## config.mk

```make
export PLATFORM = sky130hd
export DESIGN_NAME = rx_link_icp_snapshot
export DESIGN_NICKNAME = d
export VERILOG_FILES = /design/src/rtl/rx_snap_pkg.sv /design/src/rtl/rx_link_icp_snapshot.sv
export SDC_FILE = /design/constraint.sdc
export NUM_CORES = 1
export LEC_CHECK = 0
export ABC_AREA = 1
export BUFFER_PORTS_ARGS = -buffer_cell sky130_fd_sc_hd__buf_2
export CAP_MARGIN = 40
export CORE_AREA = 2 2 108 110
export CTS_CLUSTER_DIAMETER = 80
export DETAILED_ROUTE_END_ITERATION = 7
export DIE_AREA = 0 0 110 112
export GPL_TIMING_DRIVEN = 0
export PLACE_DENSITY = 0.83
export SLEW_MARGIN = 30
export SYNTH_ARGS = -nofsm -noshare
export SYNTH_HDL_FRONTEND = slang
export SYNTH_SLANG_ARGS = --single-unit
```

## constraint.sdc

```tcl
create_clock -name sys_clk -period 2.3 [get_ports sys_clk]
set_input_delay 0.115 -clock sys_clk [delete_from_list [all_inputs] [get_ports sys_clk]]
set_output_delay 0.115 -clock sys_clk [all_outputs]
set_load 0.01 [all_outputs]
```

## src/rtl/rx_snap_pkg.sv

```systemverilog
// Constants, register map and carrier types for the receive ICP snapshot bank
package rx_snap_pkg;

  localparam int unsigned ADDR_W = 9;
  localparam int unsigned DATA_W = 8;
  localparam int unsigned SEL_W = 3;

  // Register byte addresses on the host port
  localparam logic [ADDR_W-1:0] ADDR_LINK_SEL = 9'h117;
  localparam logic [ADDR_W-1:0] ADDR_GROUP_ID = 9'h118;
  localparam logic [ADDR_W-1:0] ADDR_CELL_OFFSET = 9'h119;
  localparam logic [ADDR_W-1:0] ADDR_FRAME_SEQ = 9'h11A;
  localparam logic [ADDR_W-1:0] ADDR_CHANGE_SEQ = 9'h11B;
  localparam logic [ADDR_W-1:0] ADDR_LOSS_COUNT = 9'h11C;
  localparam logic [ADDR_W-1:0] ADDR_IDENTITY = 9'h11D;
  localparam logic [ADDR_W-1:0] ADDR_DELIN_STATE = 9'h11E;

  // Reset values
  localparam logic [DATA_W-1:0] RST_GROUP_ID = 8'h00;
  localparam logic [DATA_W-1:0] RST_CELL_OFFSET = 8'h00;
  localparam logic [DATA_W-1:0] RST_FRAME_SEQ = 8'h01;
  localparam logic [DATA_W-1:0] RST_CHANGE_SEQ = 8'h00;
  localparam logic [DATA_W-1:0] RST_LOSS_COUNT = 8'h00;
  localparam logic [DATA_W-1:0] RST_IDENTITY = 8'h20;
  localparam logic [DATA_W-1:0] RST_DELIN_STATE = 8'h00;
  localparam logic [SEL_W-1:0] RST_LINK_SEL = 3'h0;
  localparam logic [DATA_W-1:0] READ_ZERO = 8'h00;

  // Frame length codes and the cell offset masks they imply
  localparam logic [1:0] FLEN_32 = 2'h0;
  localparam logic [1:0] FLEN_64 = 2'h1;
  localparam logic [1:0] FLEN_128 = 2'h2;
  localparam logic [1:0] FLEN_256 = 2'h3;
  localparam logic [DATA_W-1:0] MASK_32 = 8'h1F;
  localparam logic [DATA_W-1:0] MASK_64 = 8'h3F;
  localparam logic [DATA_W-1:0] MASK_128 = 8'h7F;
  localparam logic [DATA_W-1:0] MASK_256 = 8'hFF;

  // Delineation state encodings
  localparam logic [1:0] DELIN_HUNT = 2'h0;
  localparam logic [1:0] DELIN_PRESYNC = 2'h1;
  localparam logic [1:0] DELIN_SYNC = 2'h2;
  localparam logic [1:0] DELIN_STUFF = 2'h3;

  // Unused top bits of the delineation state register
  localparam logic [1:0] DELIN_PAD = 2'h0;

  // Values captured by the receive path for one link
  typedef struct packed {
    logic [7:0] group_id;
    logic [7:0] cell_offset;
    logic [7:0] frame_seq;
    logic [7:0] change_seq;
    logic [7:0] loss_count;
    logic frame_lost;
    logic cell_lost;
    logic ref_link;
    logic [4:0] link_id;
    logic [1:0] frame_len;
    logic [1:0] frame_state;
    logic [1:0] cell_state;
  } link_icp_s;

  // Host register port request
  typedef struct packed {
    logic [ADDR_W-1:0] addr;
    logic wr;
    logic rd;
    logic [DATA_W-1:0] wdata;
  } host_req_s;

endpackage

```

## src/rtl/rx_link_icp_snapshot.sv

```systemverilog
// Receive link ICP snapshot bank behind the 8-bit host register port
// Functional notes
// - Host writes 3-bit link number to select register
// - Select write refreshes all snapshots immediately
// - Group identifier of chosen link, read only
// - Cell offset masked by frame length
// - Frame sequence number of chosen link
// - Change sequence number of chosen link
// - Out-of-frame counter of chosen link
// - Frame loss bit 7, cell loss bit 6
// - Bit 5 set for timing reference link
// - Link identifier in identity bits 4:0
// - Frame length code at state bits 5:4
// - Frame state 3:2, cell state 1:0
// - State register bits 7:6 read zero
`timescale 1ns/10ps
`default_nettype none

module rx_link_icp_snapshot #(
  parameter int unsigned NUM_LINKS = 4
) (
  input wire logic sys_clk,
  input wire logic rst,
  input wire rx_snap_pkg::host_req_s host_req,
  input wire rx_snap_pkg::link_icp_s [NUM_LINKS-1:0] link_icp,
  output logic [rx_snap_pkg::DATA_W-1:0] host_rdata,
  output logic [rx_snap_pkg::SEL_W-1:0] link_sel
);

  // Offset mask chosen by frame length code; a short frame has fewer
  // meaningful offset bits and the unused ones must never read as set
  function automatic logic [rx_snap_pkg::DATA_W-1:0] offset_mask(input logic [1:0] flen);
    logic [rx_snap_pkg::DATA_W-1:0] m;
    m = rx_snap_pkg::MASK_256;
    unique case (flen)
      rx_snap_pkg::FLEN_32: m = rx_snap_pkg::MASK_32;
      rx_snap_pkg::FLEN_64: m = rx_snap_pkg::MASK_64;
      rx_snap_pkg::FLEN_128: m = rx_snap_pkg::MASK_128;
      rx_snap_pkg::FLEN_256: m = rx_snap_pkg::MASK_256;
    endcase
    return m;
  endfunction

  // Identity byte: loss flags high, reference flag, then link identifier;
  // the field order matches the identity register bit for bit
  function automatic logic [rx_snap_pkg::DATA_W-1:0] identity_byte(
    input rx_snap_pkg::link_icp_s lane
  );
    return {lane.frame_lost, lane.cell_lost, lane.ref_link, lane.link_id};
  endfunction

  // State byte: zero pad, frame length, frame and cell delineation codes;
  // the codes pass through untouched, including the stuffed-frame code
  function automatic logic [rx_snap_pkg::DATA_W-1:0] delin_byte(
    input rx_snap_pkg::link_icp_s lane
  );
    return {rx_snap_pkg::DELIN_PAD, lane.frame_len, lane.frame_state, lane.cell_state};
  endfunction

  // Select register, the seven snapshots and the read data register;
  // none of the snapshots can be written by the host
  logic [rx_snap_pkg::SEL_W-1:0] sel_q;
  logic [rx_snap_pkg::DATA_W-1:0] group_id_q;
  logic [rx_snap_pkg::DATA_W-1:0] cell_offset_q;
  logic [rx_snap_pkg::DATA_W-1:0] frame_seq_q;
  logic [rx_snap_pkg::DATA_W-1:0] change_seq_q;
  logic [rx_snap_pkg::DATA_W-1:0] loss_count_q;
  logic [rx_snap_pkg::DATA_W-1:0] identity_q;
  logic [rx_snap_pkg::DATA_W-1:0] delin_state_q;
  logic [rx_snap_pkg::DATA_W-1:0] rdata_q;
  logic [rx_snap_pkg::DATA_W-1:0] rdata_d;

  // Per-link register images, one lane per populated link; unpopulated
  // select numbers have no lane and are caught before the lanes are read
  wire logic [NUM_LINKS-1:0][rx_snap_pkg::DATA_W-1:0] lane_offset;
  wire logic [NUM_LINKS-1:0][rx_snap_pkg::DATA_W-1:0] lane_identity;
  wire logic [NUM_LINKS-1:0][rx_snap_pkg::DATA_W-1:0] lane_delin;

  // Host request decode and the values taken from the chosen link
  wire logic sel_write;
  wire logic [rx_snap_pkg::SEL_W-1:0] new_sel;
  wire logic new_sel_valid;
  wire rx_snap_pkg::link_icp_s chosen;
  wire logic [rx_snap_pkg::DATA_W-1:0] sel_readback;
  wire logic [rx_snap_pkg::DATA_W-1:0] group_id_d;
  wire logic [rx_snap_pkg::DATA_W-1:0] cell_offset_d;
  wire logic [rx_snap_pkg::DATA_W-1:0] frame_seq_d;
  wire logic [rx_snap_pkg::DATA_W-1:0] change_seq_d;
  wire logic [rx_snap_pkg::DATA_W-1:0] loss_count_d;
  wire logic [rx_snap_pkg::DATA_W-1:0] identity_d;
  wire logic [rx_snap_pkg::DATA_W-1:0] delin_state_d;

  // Offset, identity and state bytes are built for every link in parallel, so
  // the select write only has to steer finished bytes into the snapshots
  for (genvar g = 0; g < NUM_LINKS; g++)
  begin : g_lane
    assign lane_offset[g] = link_icp[g].cell_offset & offset_mask(link_icp[g].frame_len);
    assign lane_identity[g] = identity_byte(link_icp[g]);
    assign lane_delin[g] = delin_byte(link_icp[g]);
  end
  // Each lane costs three bytes of logic per link; that is traded for a
  // capture path with no decode after the select mux

  assign sel_write = host_req.wr && (host_req.addr == rx_snap_pkg::ADDR_LINK_SEL);
  assign new_sel = host_req.wdata[rx_snap_pkg::SEL_W-1:0];
  // Select numbers are three bits wide but only NUM_LINKS links exist, so
  // the upper numbers are flagged here and steered to zero below
  assign new_sel_valid = (32'(new_sel) < NUM_LINKS);
  // Select readback: the stored link number zero-extended to a full byte
  assign sel_readback = {{(rx_snap_pkg::DATA_W - rx_snap_pkg::SEL_W){1'b0}}, sel_q};

  // Links beyond the populated set capture all-zero fields; the host may still
  // write those numbers, so they must land on a defined value, not stale data
  assign chosen = new_sel_valid ? link_icp[new_sel] : '0;
  // Plain fields come straight from the chosen link
  assign group_id_d = chosen.group_id;
  assign frame_seq_d = chosen.frame_seq;
  assign change_seq_d = chosen.change_seq;
  assign loss_count_d = chosen.loss_count;
  // Assembled bytes come from the chosen lane
  assign cell_offset_d = new_sel_valid ? lane_offset[new_sel] : rx_snap_pkg::READ_ZERO;
  assign identity_d = new_sel_valid ? lane_identity[new_sel] : rx_snap_pkg::READ_ZERO;
  assign delin_state_d = new_sel_valid ? lane_delin[new_sel] : rx_snap_pkg::READ_ZERO;

  // Link select register; only bits 2:0 of the written byte are stored, the
  // rest of the byte is dropped and reads back as zero
  always_ff @(posedge sys_clk or posedge rst)
  begin
    if (rst)
    begin
      sel_q <= rx_snap_pkg::RST_LINK_SEL;
    end
    else if (sel_write)
    begin
      sel_q <= new_sel;
    end
  end

  // All seven snapshots load on the same select write edge, never in between,
  // so a host that reads them one by one still sees one moment of one link.
  // Later changes on the links stay invisible until the next select write;
  // rewriting the same link number is how software refreshes the picture.
  // Writes to the snapshot addresses themselves are simply not decoded, so
  // they can never disturb a captured value.
  // refresh on select write
  // single-cycle coherent capture
  // Group identifier snapshot
  // Taken from the last valid control cell of the chosen link
  // group identifier capture
  always_ff @(posedge sys_clk or posedge rst)
  begin
    if (rst)
    begin
      group_id_q <= rx_snap_pkg::RST_GROUP_ID;
    end
    else if (sel_write)
    begin
      group_id_q <= group_id_d;
    end
  end

  // Cell offset snapshot, already masked to the frame length
  // Masking at capture keeps the read path a plain byte mux
  // masked offset capture
  always_ff @(posedge sys_clk or posedge rst)
  begin
    if (rst)
    begin
      cell_offset_q <= rx_snap_pkg::RST_CELL_OFFSET;
    end
    else if (sel_write)
    begin
      cell_offset_q <= cell_offset_d;
    end
  end

  // Frame sequence snapshot
  // Resets to one rather than zero
  // frame sequence capture
  always_ff @(posedge sys_clk or posedge rst)
  begin
    if (rst)
    begin
      frame_seq_q <= rx_snap_pkg::RST_FRAME_SEQ;
    end
    else if (sel_write)
    begin
      frame_seq_q <= frame_seq_d;
    end
  end

  // Status and control change sequence snapshot
  // Lets software spot a new control change on the link
  // change sequence capture
  always_ff @(posedge sys_clk or posedge rst)
  begin
    if (rst)
    begin
      change_seq_q <= rx_snap_pkg::RST_CHANGE_SEQ;
    end
    else if (sel_write)
    begin
      change_seq_q <= change_seq_d;
    end
  end

  // Out-of-frame event counter snapshot
  // A live counter would tear between reads, so it is frozen here too
  // out-of-frame counter capture
  always_ff @(posedge sys_clk or posedge rst)
  begin
    if (rst)
    begin
      loss_count_q <= rx_snap_pkg::RST_LOSS_COUNT;
    end
    else if (sel_write)
    begin
      loss_count_q <= loss_count_d;
    end
  end

  // Link identity snapshot
  // Resets with the reference flag set and both loss flags clear
  // link identity capture
  always_ff @(posedge sys_clk or posedge rst)
  begin
    if (rst)
    begin
      identity_q <= rx_snap_pkg::RST_IDENTITY;
    end
    else if (sel_write)
    begin
      identity_q <= identity_d;
    end
  end

  // Delineation state snapshot
  // Frame length and both state machine codes in one byte
  // delineation state capture
  always_ff @(posedge sys_clk or posedge rst)
  begin
    if (rst)
    begin
      delin_state_q <= rx_snap_pkg::RST_DELIN_STATE;
    end
    else if (sel_write)
    begin
      delin_state_q <= delin_state_d;
    end
  end

  // Read decode; unmapped addresses return zero. The select register reads
  // back here as well, so software can confirm which link is on show
  always_comb
  begin
    rdata_d = rx_snap_pkg::READ_ZERO;
    unique case (host_req.addr)
      rx_snap_pkg::ADDR_LINK_SEL: rdata_d = sel_readback;
      rx_snap_pkg::ADDR_GROUP_ID: rdata_d = group_id_q;
      rx_snap_pkg::ADDR_CELL_OFFSET: rdata_d = cell_offset_q;
      rx_snap_pkg::ADDR_FRAME_SEQ: rdata_d = frame_seq_q;
      rx_snap_pkg::ADDR_CHANGE_SEQ: rdata_d = change_seq_q;
      rx_snap_pkg::ADDR_LOSS_COUNT: rdata_d = loss_count_q;
      rx_snap_pkg::ADDR_IDENTITY: rdata_d = identity_q;
      rx_snap_pkg::ADDR_DELIN_STATE: rdata_d = delin_state_q;
      default: rdata_d = rx_snap_pkg::READ_ZERO;
    endcase
  end

  // Registered read data, held until the next read. A read in the same cycle
  // as a select write returns the old snapshot, since the decode sees the
  // registers before that edge updates them; software reads one cycle later
  // to see the newly chosen link.
  always_ff @(posedge sys_clk or posedge rst)
  begin
    if (rst)
    begin
      rdata_q <= rx_snap_pkg::READ_ZERO;
    end
    else if (host_req.rd)
    begin
      rdata_q <= rdata_d;
    end
  end

  // Both ports come straight from flip-flops
  assign host_rdata = rdata_q;
  assign link_sel = sel_q;

endmodule // rx_link_icp_snapshot

`default_nettype wire

```

# Yosys cells after proc, flatten, opt, wreduce, memory -nomap -nowiden
# Index checks and enable logic that the tools add are counted.
dict set report word_totals {
  ff_bits 67
  input_bits 237
  word_cells 57
}
dict set report classes {
  magnitude_cmp 2
  n_eq_ne 20
  mux 17
  bitwise 4
  reduce_logical 5
}
# operator count
set op_table {}
lappend op_table {{$pmux W8 S4} 4}
lappend op_table {{$bmux W54 S2} 1}
lappend op_table {{$mux W54} 2}
lappend op_table {{$eq A9 B9 Y1 const B} 8}
lappend op_table {{$pmux W8 S8} 1}
lappend op_table {{$bmux W8 S2} 3}
lappend op_table {{$mux W8} 6}
lappend op_table {{$and A8 B8 Y8} 4}
lappend op_table {{$eq A2 B2 Y1 const B} 8}
lappend op_table {{$eq A2 B1 Y1 const B} 4}
lappend op_table {{$logic_not A2 Y1} 4}
lappend op_table {{$lt A3 B3 Y1 const B} 2}
lappend op_table {{$logic_and A1 B1 Y1} 1}

# Depth between registers and ports, before layout
dict set report depth {
  word_depth 6
  depth_mapped 12
  ltp_nobuf 11
}

# Worst setup path after synthesis
# No wires, ideal clock.
dict set report synth_timing {
  path_kind {input-to-reg}
  startpoint {in host_req[13] (netlist name)}
  endpoint {reg sel_q, in the netlist link_sel[2]}
  setup_time_ps 116
  arrival_ps 1072
  required_time_ps 2184
  path_slack_ps 1112
  cell_stages 10
  cell_sequence {inv_1 nand3_1 nor2_4 nand3_4 nor2_8 inv_2 buf_6 buf_6 o21ai_2 inv_1}
}
dict set report synth_between {
  elab_chain_cells 2
}
# element line_no
set synth_lines {}
lappend synth_lines {{from (decl)} rx_link_icp_snapshot.sv:24} ;# input wire rx_snap_pkg::host_req_s host_req,
lappend synth_lines {{$eq A9 B9 Y1} rx_link_icp_snapshot.sv:104} ;# assign sel_write = host_req.wr && (host_req.addr == rx_snap_pkg::ADDR_LINK_SEL);
lappend synth_lines {{$logic_and A1 B1 Y1} rx_link_icp_snapshot.sv:104}
lappend synth_lines {{to (signal assigned)} rx_link_icp_snapshot.sv:131} ;# sel_q <= rx_snap_pkg::RST_LINK_SEL;
lappend synth_lines {{to (signal assigned)} rx_link_icp_snapshot.sv:135} ;# sel_q <= new_sel;
lappend synth_lines {{to (decl)} rx_link_icp_snapshot.sv:62} ;# logic [rx_snap_pkg::SEL_W-1:0] sel_q;
# No other way between the ends.
# A chain may end at the register's enable or synchronous reset.

# Worst setup path after layout
dict set report layout_timing {
  startpoint {in host_req[15] (netlist name)}
  endpoint {reg rdata_q, in the netlist host_rdata[3]}
}
dict set report layout_between {
  elab_chain_cells 2
  elab_cells_between_ends 9
  classes_between {eq/ne: 8; mux: 1}
}
# element line_no
set layout_lines {}
lappend layout_lines {{$eq A9 B9 Y1} rx_link_icp_snapshot.sv:257} ;# unique case (host_req.addr)
lappend layout_lines {{$pmux W8 S8 (*)} rx_link_icp_snapshot.sv:257}
lappend layout_lines {{to (signal assigned)} rx_link_icp_snapshot.sv:278} ;# rdata_q <= rx_snap_pkg::READ_ZERO;
lappend layout_lines {{to (signal assigned)} rx_link_icp_snapshot.sv:282} ;# rdata_q <= rdata_d;
lappend layout_lines {{to (decl)} rx_link_icp_snapshot.sv:70} ;# logic [rx_snap_pkg::DATA_W-1:0] rdata_q;
# Mark *: on every way between the ends. The rest lies on a longest branch, timed or not.

==> flow_metrics.env <==
export IMPL_dp_cells=1082
export IMPL_synth_seq_cells=65
export IMPL_crit_chain="buf_2 -> inv_1 -> nand2_1 -> nor2_2 -> clkbuf_1 -> nand4_1 -> nand2_1 -> nor2_1 -> nand2_1 -> nand2_1 -> nand2_1"
export IMPL_tightestPinTransition_ns=0.671
export IMPL_fin_crit_sh_pct=59.1
export IMPL_yosysWarnings=0
export IMPL_skew_ns=0.00696
export IMPL_cts_inserted_buffers=9
export IMPL_drt_vias_per_instance=5.62
export IMPL_max_cap_violations=0
export IMPL_grt_max_degree=39
export IMPL_wl_met2_mm=8.38
export IMPL_cts_root_buf="clkbuf_16"
export IMPL_register_area_um2=1630
export IMPL_setup_viol=0
export IMPL_ys_flop_type="dfrtp_1"
export IMPL_power_density_nw_per_um2=504
export IMPL_yosys_cell_types_count=26
export IMPL_cp_slowest_cell="clkbuf_1"
export IMPL_clockBufferDepth=2
export IMPL_r2r_start="frame_seq_q[0]$_DFFE_PP1P_"
export IMPL_synth_commonest_cells="nand2_1, dfrtp_1, o21ai_0, nand4_1, a21oi_1"
export IMPL_fmax_mhz=735
export IMPL_top_layer_used="met4"
export IMPL_crit_family="simple AND/OR/NAND/NOR gates"
export IMPL_clock_latency_ns=0.33
export IMPL_fin_cells=1099
export IMPL_synth_area_leaders="dfrtp_1, nand2_1, a32o_1, nand4_1, o21ai_0"
export IMPL_synth_edf_count=0
export IMPL_fillerInstances=1084
export IMPL_final_nets=1188
export IMPL_start_util_pct=42.4
export IMPL_slew_viol_final=0
export IMPL_syn_avg_cell_area_um2=6.78
export IMPL_ioPinCount=248
export IMPL_min_period_ns=1.36
export IMPL_clock_sinks=65
export IMPL_ff2ff_setup_slack_ns=1.24
export IMPL_multi_input_area_um2=2750
export IMPL_cp_depth=11
export IMPL_drive_above_1_share_pct=31.0
export IMPL_grtUsageTotal_pct=28.9
export IMPL_cp_slowest_stage_delay_ns=0.47
export IMPL_first_pass_iters=5
export IMPL_rows=39
export IMPL_overflow=0
export IMPL_path_max_fanout=10
export IMPL_cts_tree="built"
export IMPL_hold_viol=0
export IMPL_yosysTopAreaCell="dfrtp_1"
export IMPL_whs_endpoint="host_rdata[6]$_DFFE_PP0P_"
export IMPL_min_path_cells=3
export IMPL_tns_ns=0
export IMPL_grt_pass1_vias=5992
export IMPL_antenna_found_initial=0
export IMPL_finalCoreUtilization_pct=57.9
export IMPL_p_leak_nw=3.43
export IMPL_antenna_cells=0
export IMPL_worstSetupPathType="input pin to flip-flop"
export IMPL_ir_worst_vdd_v=0.000334
export IMPL_critical_path_most_common_cell="nand2_1"
export IMPL_r2r_end="host_rdata[0]$_DFFE_PP0P_"
export IMPL_die_w_um=110
export IMPL_hpwl_mm=13.9
export IMPL_clkTransAtPathRegs_ns=0.06
export IMPL_synth_top_area_share_pct=33.3
export IMPL_gp_congestion=0.955
export IMPL_synthCells=698
export IMPL_cts_resized=0
export IMPL_synth_nets=935
export IMPL_status="complete, no violations"
export IMPL_holdBufCountCts=1
export IMPL_rsz0062_at_grt="false"
export IMPL_die_area_um2=12300
export IMPL_wl_met1_mm=7.27
export IMPL_critPathLaunch="host_req[15]"
export IMPL_synth_most_common_cell="nand2_1"
export IMPL_routedWlPerCell_um=16.3
export IMPL_async_flop_share_pct=100
export IMPL_relSlewSlack_pct=55.3
export IMPL_drt_iter0_drc=691
export IMPL_reg2reg_depth=6
export IMPL_numPortBuffers=240
export IMPL_critical_path_buf_inv_count=3
export IMPL_wl_mm=17.9
export IMPL_post_cts_setup_buffer_count=0
export IMPL_cp_start_kind="input pin"
export IMPL_seq_area_frac_synth_pct=34.4
export IMPL_grt_pass1_wl_mm=28.0
export IMPL_die_y_um=112
export IMPL_wl_met3_mm=1.54
export IMPL_worstHoldStart="host_req[8]"
export IMPL_critPathCaptureType="flip-flop"
export IMPL_ant_nets=0
export IMPL_synthToLayoutAreaGrowth_pct=36.6
export IMPL_cts_htree_levels=3
export IMPL_cp_data_required_time_ns=2.57
export IMPL_cp_arrival_ns=1.63
export IMPL_post_synth_instance_area_um2=4730
export IMPL_drc=0
export IMPL_num_vias=6171
export IMPL_core_um2=11200
export IMPL_hold_class="input pin to flip-flop"
-- cell families after synthesis --
family / synth area share, %
flip-flops: 34.4
buffers and inverters: 7.40
AO/OA/AOI/OAI: 23.3
AND/OR/NAND/NOR: 34.8
-- through the flow --
stage               cell area (um2)  total power [mW]  setup WS, ns  hold slack (ns)
floorplan                      4730              1.51         0.562            0.225
global placement               6110              1.82        -0.160            0.396
detailed placement             6140              1.83         0.671            0.127
CTS                            6460              3.26         0.979           0.0584
global route                   6460              3.39         0.894           0.0766
finish                         6460              3.26         0.940           0.0685
-- layout by cell type, fill, tap and decap left out, drive strengths merged --
cell type | netlist | final
o22ai | 3 | 3
o211ai | 1 | 1
buf | 20 | 261
nand4 | 51 | 51
nand3 | 18 | 18
clkbuf | 39 | 53
a21oi | 49 | 49
bufinv | 0 | 1
dlygate4sd3 | 0 | 1
dfstp | 2 | 2
o21ai | 65 | 65
dfrtp | 63 | 63
nor3 | 1 | 1
a32o | 47 | 47
nand2 | 287 | 287
inv | 20 | 20
clkinv | 1 | 2
nor2 | 31 | 31
-- worst reg2reg max path, delay by kind of cell, from the launching register on --
family	cells	cell delay, ns
DFF	1	0.54
and+or+nand+nor	6	0.46
-- per-layer routing --
metal / GRT usage [%] / up-vias
met3: 3.98 / 59
met4: 12.9 / 0
met5: 0 / -
li1: - / 2935
met2: 46.8 / 377
met1: 37.9 / 2800
-- worst max-delay path by stage --
stage / endpoint / slack [ns]
5_1_grt: change_seq_q[2]$_DFFE_PP0P_ / 0.89
3_3_place_gp: frame_seq_q[1]$_DFFE_PP0P_ / -0.16
3_5_place_dp: change_seq_q[2]$_DFFE_PP0P_ / 0.67
6_report: host_rdata[3]$_DFFE_PP0P_ / 0.94
4_1_cts: change_seq_q[2]$_DFFE_PP0P_ / 0.98
2_1_floorplan: cell_offset_q[0]$_DFFE_PP0P_ / 0.56
-- state kept, by name (all words and copies together) (netlist names), 6 cells and up --
name           cells
delin_state_q      6
group_id_q         8
change_seq_q       8
host_rdata         8
frame_seq_q        8
cell_offset_q      8
loss_count_q       8
identity_q         8
-- cell type report --
class / instances / share of cell area, %
Buffer: 59 / 4.20
Clock buffer: 14 / 4.39
Clock inverter: 2 / 0.542
Inverter: 21 / 1.26
Multi-Input combinational cell: 553 / 42.6
Sequential cell: 65 / 25.2
Tap cell: 143 / 2.77
Timing Repair Buffer: 242 / 19.0
-- power by group --
group	internal (mW)	switching (mW)
registers	1.16	0.0136
clock network	0.955	0.482
logic	0.289	0.357
total	2.41	0.852
(Power assumes the default switching activity.)
